## config.mk

```make
export PLATFORM = sky130hd
export DESIGN_NAME = output_trim_offset_limit_regs
export DESIGN_NICKNAME = d
export VERILOG_FILES = /design/src/core/vout_regs_pkg.sv /design/src/core/target_calc_if.sv /design/src/core/target_limiter.sv /design/src/core/output_trim_offset_limit_regs.sv
export SDC_FILE = /design/constraint.sdc
export NUM_CORES = 1
export LEC_CHECK = 0
export ABC_AREA = 1
export BUFFER_PORTS_ARGS = -buffer_cell sky130_fd_sc_hd__buf_2
export CAP_MARGIN = 10
export CORE_MARGIN = 5
export CORE_UTILIZATION = 45
export CTS_CLUSTER_SIZE = 28
export DETAILED_ROUTE_END_ITERATION = 10
export PLACE_DENSITY = 0.78
export SLEW_MARGIN = 0
export SYNTH_ARGS = -nofsm -noshare
export SYNTH_HDL_FRONTEND = slang
export SYNTH_SLANG_ARGS = --single-unit
```

## constraint.sdc

```tcl
create_clock -name clk -period 4.7 [get_ports clk]
set_input_delay 1.175 -clock clk [delete_from_list [all_inputs] [get_ports clk]]
set_output_delay 1.175 -clock clk [all_outputs]
set_load 0.02 [all_outputs]
```

## src/core/vout_regs_pkg.sv

```systemverilog
// constants shared by the output voltage trim and ceiling register bank
`default_nettype none
package vout_regs_pkg;
  localparam int NUM_PAGES = 2;
  localparam int PAGE_W = 1;
  localparam int DATA_W = 16;
  localparam int CMD_W = 8;
  // command codes of the two paged words
  localparam logic [CMD_W-1:0] CMD_TRIM_OFFSET = 8'h22;
  localparam logic [CMD_W-1:0] CMD_TARGET_CEILING = 8'h24;
  // values after reset
  localparam logic [DATA_W-1:0] TRIM_RESET = 16'h0000;
  localparam logic [DATA_W-1:0] CEILING_RESET = 16'h08FC;
  // trim span in millivolts, one count per millivolt
  localparam int TRIM_SPAN_MV = 250;
  localparam logic signed [DATA_W+1:0] TRIM_MAX = 18'(TRIM_SPAN_MV);
  localparam logic signed [DATA_W+1:0] TRIM_MIN = -18'(TRIM_SPAN_MV);
  // cycles from a register write to the target output
  localparam int TARGET_LATENCY = 1;
endpackage : vout_regs_pkg
`default_nettype wire

```

## src/core/target_calc_if.sv

```systemverilog
// carries per-page register values and command into the target limiter and the result back
`timescale 1ns/1ps
`default_nettype none
interface target_calc_if;
  import vout_regs_pkg::*;
  logic [NUM_PAGES-1:0][DATA_W-1:0] command;
  logic [NUM_PAGES-1:0][DATA_W-1:0] trim;
  logic [NUM_PAGES-1:0][DATA_W-1:0] ceiling;
  logic [NUM_PAGES-1:0][DATA_W-1:0] target;
  modport regs (output command, output trim, output ceiling, input target);
  modport calc (input command, input trim, input ceiling, output target);
endinterface : target_calc_if
`default_nettype wire

```

## src/core/target_limiter.sv

```systemverilog
// forms command plus trim per page and holds it between zero and the ceiling
`timescale 1ns/1ps
`default_nettype none
module target_limiter
  import vout_regs_pkg::*;
(
  input wire logic clk,
  input wire logic reset,
  target_calc_if.calc calc
);

  // trim beyond the span is clipped, not wrapped, so a bad write cannot swing the rail
  function automatic logic [DATA_W-1:0] limit_target(input logic [DATA_W-1:0] cmd,
                                                     input logic [DATA_W-1:0] trim,
                                                     input logic [DATA_W-1:0] ceil);
    logic signed [DATA_W+1:0] t;
    logic signed [DATA_W+1:0] sum;
    t = signed'({{2{trim[DATA_W-1]}}, trim});
    if (t > TRIM_MAX) t = TRIM_MAX;
    if (t < TRIM_MIN) t = TRIM_MIN;
    sum = signed'({2'b00, cmd}) + t;
    if (sum < 0) return '0;
    if (sum > signed'({2'b00, ceil})) return ceil;
    return sum[DATA_W-1:0];
  endfunction : limit_target

  logic [NUM_PAGES-1:0][DATA_W-1:0] next_target;

  for (genvar p = 0; p < NUM_PAGES; p++) begin : g_page
    assign next_target[p] = limit_target(calc.command[p], calc.trim[p], calc.ceiling[p]);
  end

  always_ff @(posedge clk) begin
    if (reset) calc.target <= '0;
    else calc.target <= next_target;
  end
endmodule : target_limiter
`default_nettype wire

```

## src/core/output_trim_offset_limit_regs.sv

```systemverilog
// paged trim and ceiling registers feeding the output voltage target
`timescale 1ns/1ps
`default_nettype none
// Operation
// - trim is a signed millivolt offset on the command, within plus or minus 250
// - trim resets to zero so no offset applies until written
// - the target never exceeds the ceiling value held one cycle earlier
// - ceiling resets to 08FCh, meaning 2300 millivolts
// - both words kept per page, sixteen bits written and read back
module output_trim_offset_limit_regs
  import vout_regs_pkg::*;
(
  input wire logic clk,
  input wire logic reset,
  input wire logic wr_en,
  input wire logic rd_en,
  input wire logic [CMD_W-1:0] cmd_code,
  input wire logic [PAGE_W-1:0] page_sel,
  input wire logic [DATA_W-1:0] wr_data,
  input wire logic [NUM_PAGES-1:0][DATA_W-1:0] vout_command,
  output logic [DATA_W-1:0] rd_data,
  output logic rd_valid,
  output logic cmd_unsupported,
  output logic [NUM_PAGES-1:0][DATA_W-1:0] vout_target
);

  logic [NUM_PAGES-1:0][DATA_W-1:0] trim_offset;
  logic [NUM_PAGES-1:0][DATA_W-1:0] target_ceiling;

  wire hit_trim = (cmd_code == CMD_TRIM_OFFSET);
  wire hit_ceiling = (cmd_code == CMD_TARGET_CEILING);
  wire hit_any = hit_trim || hit_ceiling;
  wire wr_trim = wr_en && hit_trim;
  wire wr_ceiling = wr_en && hit_ceiling;
  wire [DATA_W-1:0] read_word = hit_trim ? trim_offset[page_sel] :
                                hit_ceiling ? target_ceiling[page_sel] : '0;
  // a code outside this bank is answered with zero and flagged for the protocol engine
  wire next_unsupported = (wr_en || rd_en) && !hit_any;

  always_ff @(posedge clk) begin
    if (reset) begin
      trim_offset <= {NUM_PAGES{TRIM_RESET}};
      target_ceiling <= {NUM_PAGES{CEILING_RESET}};
    end else begin
      if (wr_trim) trim_offset[page_sel] <= wr_data;
      if (wr_ceiling) target_ceiling[page_sel] <= wr_data;
    end
  end

  // read data registered; a same-cycle write is not yet visible to the read
  always_ff @(posedge clk) begin
    if (reset) begin
      rd_data <= '0;
      rd_valid <= 1'b0;
      cmd_unsupported <= 1'b0;
    end else begin
      rd_data <= rd_en ? read_word : rd_data;
      rd_valid <= rd_en;
      cmd_unsupported <= next_unsupported;
    end
  end

  target_calc_if calc_bus ();

  assign calc_bus.command = vout_command;
  assign calc_bus.trim = trim_offset;
  assign calc_bus.ceiling = target_ceiling;
  assign vout_target = calc_bus.target;

  target_limiter u_limiter (
    .clk(clk),
    .reset(reset),
    .calc(calc_bus.calc)
  );
endmodule : output_trim_offset_limit_regs
`default_nettype wire

```

Word-level counts from Yosys, hierarchy flattened
Index checks and enable logic that the tools add are counted.

Flip-flop bits (word level): 114. Bits in latches: 0. RAM bits: 0. ROM bits: 0. Input port bits: 61. Word-level logic and storage cells: 58. Memories kept: 0.

$add $sub $neg: 2. $mul: 0. Divide/modulo/power cells: 0. Magnitude comparators: 10. Eq/ne operators: 2. Shift operators: 0. Multiplexer cells: 28. Bitwise operators: 0. Reductions and logical operators: 7.

Operator list (number): 16-bit 2-to-1 mux (15); 18-bit 2-to-1 mux (4); 32-bit bitwise mux (2); 17-bit by 18-bit adder with 18-bit output (2); 18-bit by 17-bit > comparator with 1-bit output (2); 18-bit by 1-bit less-than comparator with 1-bit output (second input constant) (2); 18-bit by 9-bit less-than comparator with 1-bit output (second input constant) (2); 16-bit by 9-bit > comparator with 1-bit output (second input constant) (2); 16-bit demux with 1-bit select (1); 8-bit by 6-bit equality test with 1-bit output (second input constant) (2); 1-bit 2-to-1 mux (6); 1-bit logical AND (4); 1-bit logical OR (2); 1-bit by 2-bit less-than comparator with 1-bit output (second input constant) (1); 1-bit greater-or-equal comparator (second input constant) (1); 1-bit zero test (1).

Logic depth before layout (Yosys ltp)
Word-level depth: 10. Depth in mapped cells: 35.

Modules after synthesis
Synthesis repeated with hierarchy kept, for this count alone.

Cell total of the unflattened synthesis: 1322. Area total of the unflattened synthesis: 8305.5 µm².

Modules (own cells, without submodules): target_limiter (instances 1, cells each 691, area each 4291.6 µm², seq. area each 640.6 µm²); output_trim_offset_limit_regs (instances 1, cells each 631, area each 4013.8 µm², seq. area each 1641.6 µm²).

Least setup slack after synthesis
Ideal clock, no wire load.

Kind: register -> register. From: reg trim_offset (netlist bit calc_bus.trim[27]). To: reg u_limiter.calc.target[21]. Data arrival time: 4.526 ns. Path slack: 0.104 ns. Stages on the path, launching flop included: 33. Buffers on the path: 1. Period minus slack after synthesis: 4.596 ns. Cells stage by stage: dfxtp_1 nor4_1 o211ai_1 nand2_1 inv_1 nor4_1 nand4_1 ha_1 clkinv_1 nand2_1 nor2_1 ha_1 inv_1 fa_1 inv_1 nand3_1 nand2_1 nand2_1 nand2_2 a21oi_1 o21bai_1 xor2_1 inv_1 ha_1 nand2_1 nor2_1 nand4_1 o21ai_2 inv_4 nand2_4 buf_8 nand2_1 a21oi_1.

Cells in the longest elaborated chain, start to end: 10. Elaborated cells between the ends (all ways): 13.

RTL lines: start, declared (RTL line output_trim_offset_limit_regs.sv:27) `logic [NUM_PAGES-1:0][DATA_W-1:0] trim_offset;`; start signal, assigned (RTL line output_trim_offset_limit_regs.sv:42) `trim_offset <= {NUM_PAGES{TRIM_RESET}};`; start signal, assigned by index (RTL line output_trim_offset_limit_regs.sv:45) `if (wr_trim) trim_offset[page_sel] <= wr_data;`; 16-bit by 9-bit > comparator with 1-bit output (RTL line target_limiter.sv:19) `if (t > TRIM_MAX) t = TRIM_MAX;`; 18-bit 2-to-1 mux (*) (RTL line target_limiter.sv:19); 18-bit by 9-bit less-than comparator with 1-bit output (RTL line target_limiter.sv:20) `if (t < TRIM_MIN) t = TRIM_MIN;`; 18-bit 2-to-1 mux (*) (RTL line target_limiter.sv:20); 17-bit by 18-bit adder with 18-bit output (*) (RTL line target_limiter.sv:21) `sum = signed'({2'b00, cmd}) + t;`; 18-bit by 17-bit > comparator with 1-bit output (RTL line target_limiter.sv:23) `if (sum > signed'({2'b00, ceil})) return ceil;`; 1-bit 2-to-1 mux (2 in a row) (RTL line target_limiter.sv:23); 16-bit 2-to-1 mux (RTL line target_limiter.sv:24) `return sum[DATA_W-1:0];`; 16-bit 2-to-1 mux (*) (RTL line target_limiter.sv:23); end signal, assigned (RTL line target_limiter.sv:35) `else calc.target <= next_target;`; end, declared (RTL line target_calc_if.sv:11) `modport calc (input command, input trim, input ceiling, output target);`.

Every way passes the cells marked *; elsewhere a longest branch is shown, timed or not. The select of a mux whose other input is x is not followed. A chain may end at the register's enable or synchronous reset.

Final worst setup path
From: reg trim_offset (netlist bit calc_bus.trim[27]). To: reg u_limiter.calc.target[19].

The elaborated chain is that of the path after synthesis.

==> results.md <==
* Outcome: complete, but fails checks
* Failing checks: negative setup slack
* Instance count of the mapped netlist at 1,088
* Min Clock Period, post-route at 4.88 ns
* Max Clock Freq at ~210 MHz
* Leak pwr at 0.00508 uW
* Worst Setup Path Type: reg2reg
* Post-route DRC at 0
* Global-route usage over all layers at 24.9%
* Slowest cell on the critical path: dfxtp_4
* PnR worst setup slack at -0.178 ns
* Crit end category: register
* Final #Nets at ~1,400
* CTS tree: yes
* CTS Buf Count at 17
* PortBufs at 110
* Count of cell types in the netlist at 46
* ANT nets after route at 0
* Antenna diodes at 0
* Largest cells by area after synthesis: dfxtp_1 (30%), nand2_1 (12%), ha_1 (11%)
* Power Dens Cells at ~260 nW/um^2
* Placeable core area at 16,500 sq um
* First-pass GRT wire length at roughly 39,000 microns
* Initial Utilization at ~46%
* Syn. warnings at 0
* Reg clk slew, reported paths at about 0.060 ns
* Synth Flop Type: dfxtp_1
* #FFs+latches synth at 114
* Unrepaired setup endpoints after global routing: true
* I/O pins at 111
* Detailed Route WL at 27,900 microns
* Met2 Wirelength at 12,900 microns
* CP max FO at 6
* H-Tree Level Count at 4
* Initial antenna violation count at 0
* Area Overhead vs Synth at 38.6%
* Crit path DAT at 5.19 ns
* CTS Root Buffer Type: clkbuf_16
* Max-slew violations at 0
* Fin crit share at 104%
* DP Wirelength at 18,900 microns
* Post-Route M1 WL at ~11,000 microns
* Clock latency on the worst-skew pair at approximately 0.43 ns
* TritonRoute pass-1 iters at 6
* Post-synth top cells: nand2_1 (239), inv_1 (156), a21oi_1 (121)
* CTS sink count at approximately 110
* Syn Nets at 1,219
* Data required time of the worst path at roughly 5 ns
* Post-synth EDFFs at 0
* Pin count of the biggest net entering global routing at 56
* Cell Count, Final, Fillers Out at about 1,500
* Clk buf depth at 2
* Rows at between 40 and 50
* Wire length on met3 at approximately 2700 microns
* Post-synth top area share at between 30% and 40%
* Total placed cells including tap cells at 1,420
* Worst rel slew slack at about two fifths
* Syn avg cell area at ~6.9 sq um
* Die Height at 139 microns
* Startpoint types: register
* VDD IR max at roughly 0.29 mV
* Pre-CTS WS at -0.148 ns
* WHS at roughly 0.5 ns
* Async SR Flop Fraction at 0%
* Max layer used: met4
* Full die area at between 15,000 and 20,000 sq um
* Cell with the most instances after synthesis: nand2_1
* Worst hold path class: reg2reg
* Vias in the first global route at 7,658
* Share of layout cells above drive strength 1 at about a third
* Clock Skew at just over 0.009 ns
* Initial DRC count at roughly 920
* Synthesized area at approximately 7500 sq um
* WL per Instance at ~19 microns
* Max-Cap Viols at 0
* Final Hold Vio Count at 0
* Die W at roughly 140 microns
* Grt ovf at 0
* Routed vias at 8,538
* Setup violators final at 25
* Critical path's largest stage delay at between 0.3 and 0.4 ns
* Gp weighted congestion at between 0.9 and 1
* Worst slew pin tran at around 0.90 ns
* Critical path's most frequent cell: nand2_1
* Via-per-instance ratio at between 5 and 6
* Register area share after synthesis at a little under a third
* Synth area leader: dfxtp_1
[cells by family (layout without fill, tap and decap cells)]
logic type / after synthesis / count (layout) / synth area share (%)
AND/OR/NAND/NOR: 391 / 393 / 22.6
adder cells (fa/ha/maj): 70 / 70 / 11.8
flip-flops: 114 / 114 / 30.2
XOR/XNOR: 25 / 25 / 2.90
AO/OA/AOI/OAI: 284 / 284 / 21.6
buffers and inverters: 204 / 383 / 10.8
[state kept, by name, indices dropped and copies added, names as in the netlist]
register               flops
calc_bus.ceiling          32
calc_bus.trim             32
cmd_unsupported            1
rd_data                   16
rd_valid                   1
u_limiter.calc.target     32
[per-stage QoR]
step                      total power (uW)  cell area, sq um  utilization, %  TNS, ns
after global placement                1330              8500            51.5    -1.97
after global routing                  2750             10500            63.3    -8.26
final                                 2670             10500            63.3    -1.12
after floorplan                       1220              7540               -        0
after CTS                             2580              9170            55.5        0
after detailed placement              1330              8500            51.5    -1.63
[critical path, delay by kind of cell, from the launching register on]
kind            cells  cell delay, ns
compound gates      5            0.73
xor+xnor            1            0.16
fa+ha+maj           3            0.92
buf+inv             5            0.69
flops               1            0.36
simple gates       15            1.90
[layout by cell type, fill, tap and decap left out, types with 4 or more instances in the layout]
master,synthesis,layout
o211ai_1,31,31
ha_1,68,49
ha_4,0,16
nand3_1,50,20
nand4_1,10,10
xnor2_2,0,5
xnor2_1,14,9
a21oi_4,0,6
o21ai_1,1,7
o2111ai_1,8,8
dfxtp_1,114,110
buf_6,2,9
clkinv_2,0,5
o221ai_1,7,7
nor3_1,12,4
buf_4,2,64
a21oi_1,121,75
a21oi_2,0,40
nand2_4,4,6
nand2_1,239,220
buf_2,9,110
clkinvlp_4,0,5
xor2_1,11,6
nand3_4,0,9
o21bai_1,6,5
nor3_2,5,12
nor2_1,46,37
nand2_2,10,27
o21ai_0,83,76
clkbuf_16,0,20
nor2_2,5,12
inv_2,2,14
nand3_2,2,23
inv_1,156,145
a31oi_1,13,11
[power by group]
part	internal (uW)	leakage [uW]	switching [uW]
clock network	774	0.000268	487
logic	155	0.00388	257
registers	991	0.000932	10.7
[metal layers]
layer	vias to the layer above	GRT usage, %
met2	512	39.0
met5	-	0
met3	101	5.73
li1	3984	-
met1	3941	33.2
met4	0	10.2
[final timing paths]
| kind | startpoint | endpoint | slack (ns) | depth (start not counted) |
|---|---|---|---|---|
| setup / recovery | calc_bus.trim[27] | u_limiter.calc.target[19] | -0.18 | 29 |
| hold / removal | rd_data[13] | rd_data[13] | 0.49 | 2 |
| setup reg to reg | calc_bus.trim[27] | u_limiter.calc.target[19] | -0.18 | 29 |
| hold reg to reg | rd_data[13] | rd_data[13] | 0.49 | 2 |
[final cells by class]
| class | instances | area [sq um] |
|---|---|---|
| fillers | 1350 | 6070 |
| multi-input cells | 772 | 5450 |
| flip-flops and latches | 114 | 2290 |
| repair buffers | 189 | 1260 |
| inverters | 162 | 616 |
| clock buffers | 18 | 429 |
| well taps | 220 | 275 |
| clock inverters | 14 | 140 |
[timing repair]
| item | CTS | global route |
|---|---|---|
| setup endpoints to repair | 17 | 32 |
| resized for setup | 10 | 214 |
| cloned | 0 | 5 |
| pin swaps | 8 | 90 |
| buffers inserted | 6 | 26 |
| hold buffers | 0 | 0 |
No activity file was read; power rests on OpenSTA's default activity.
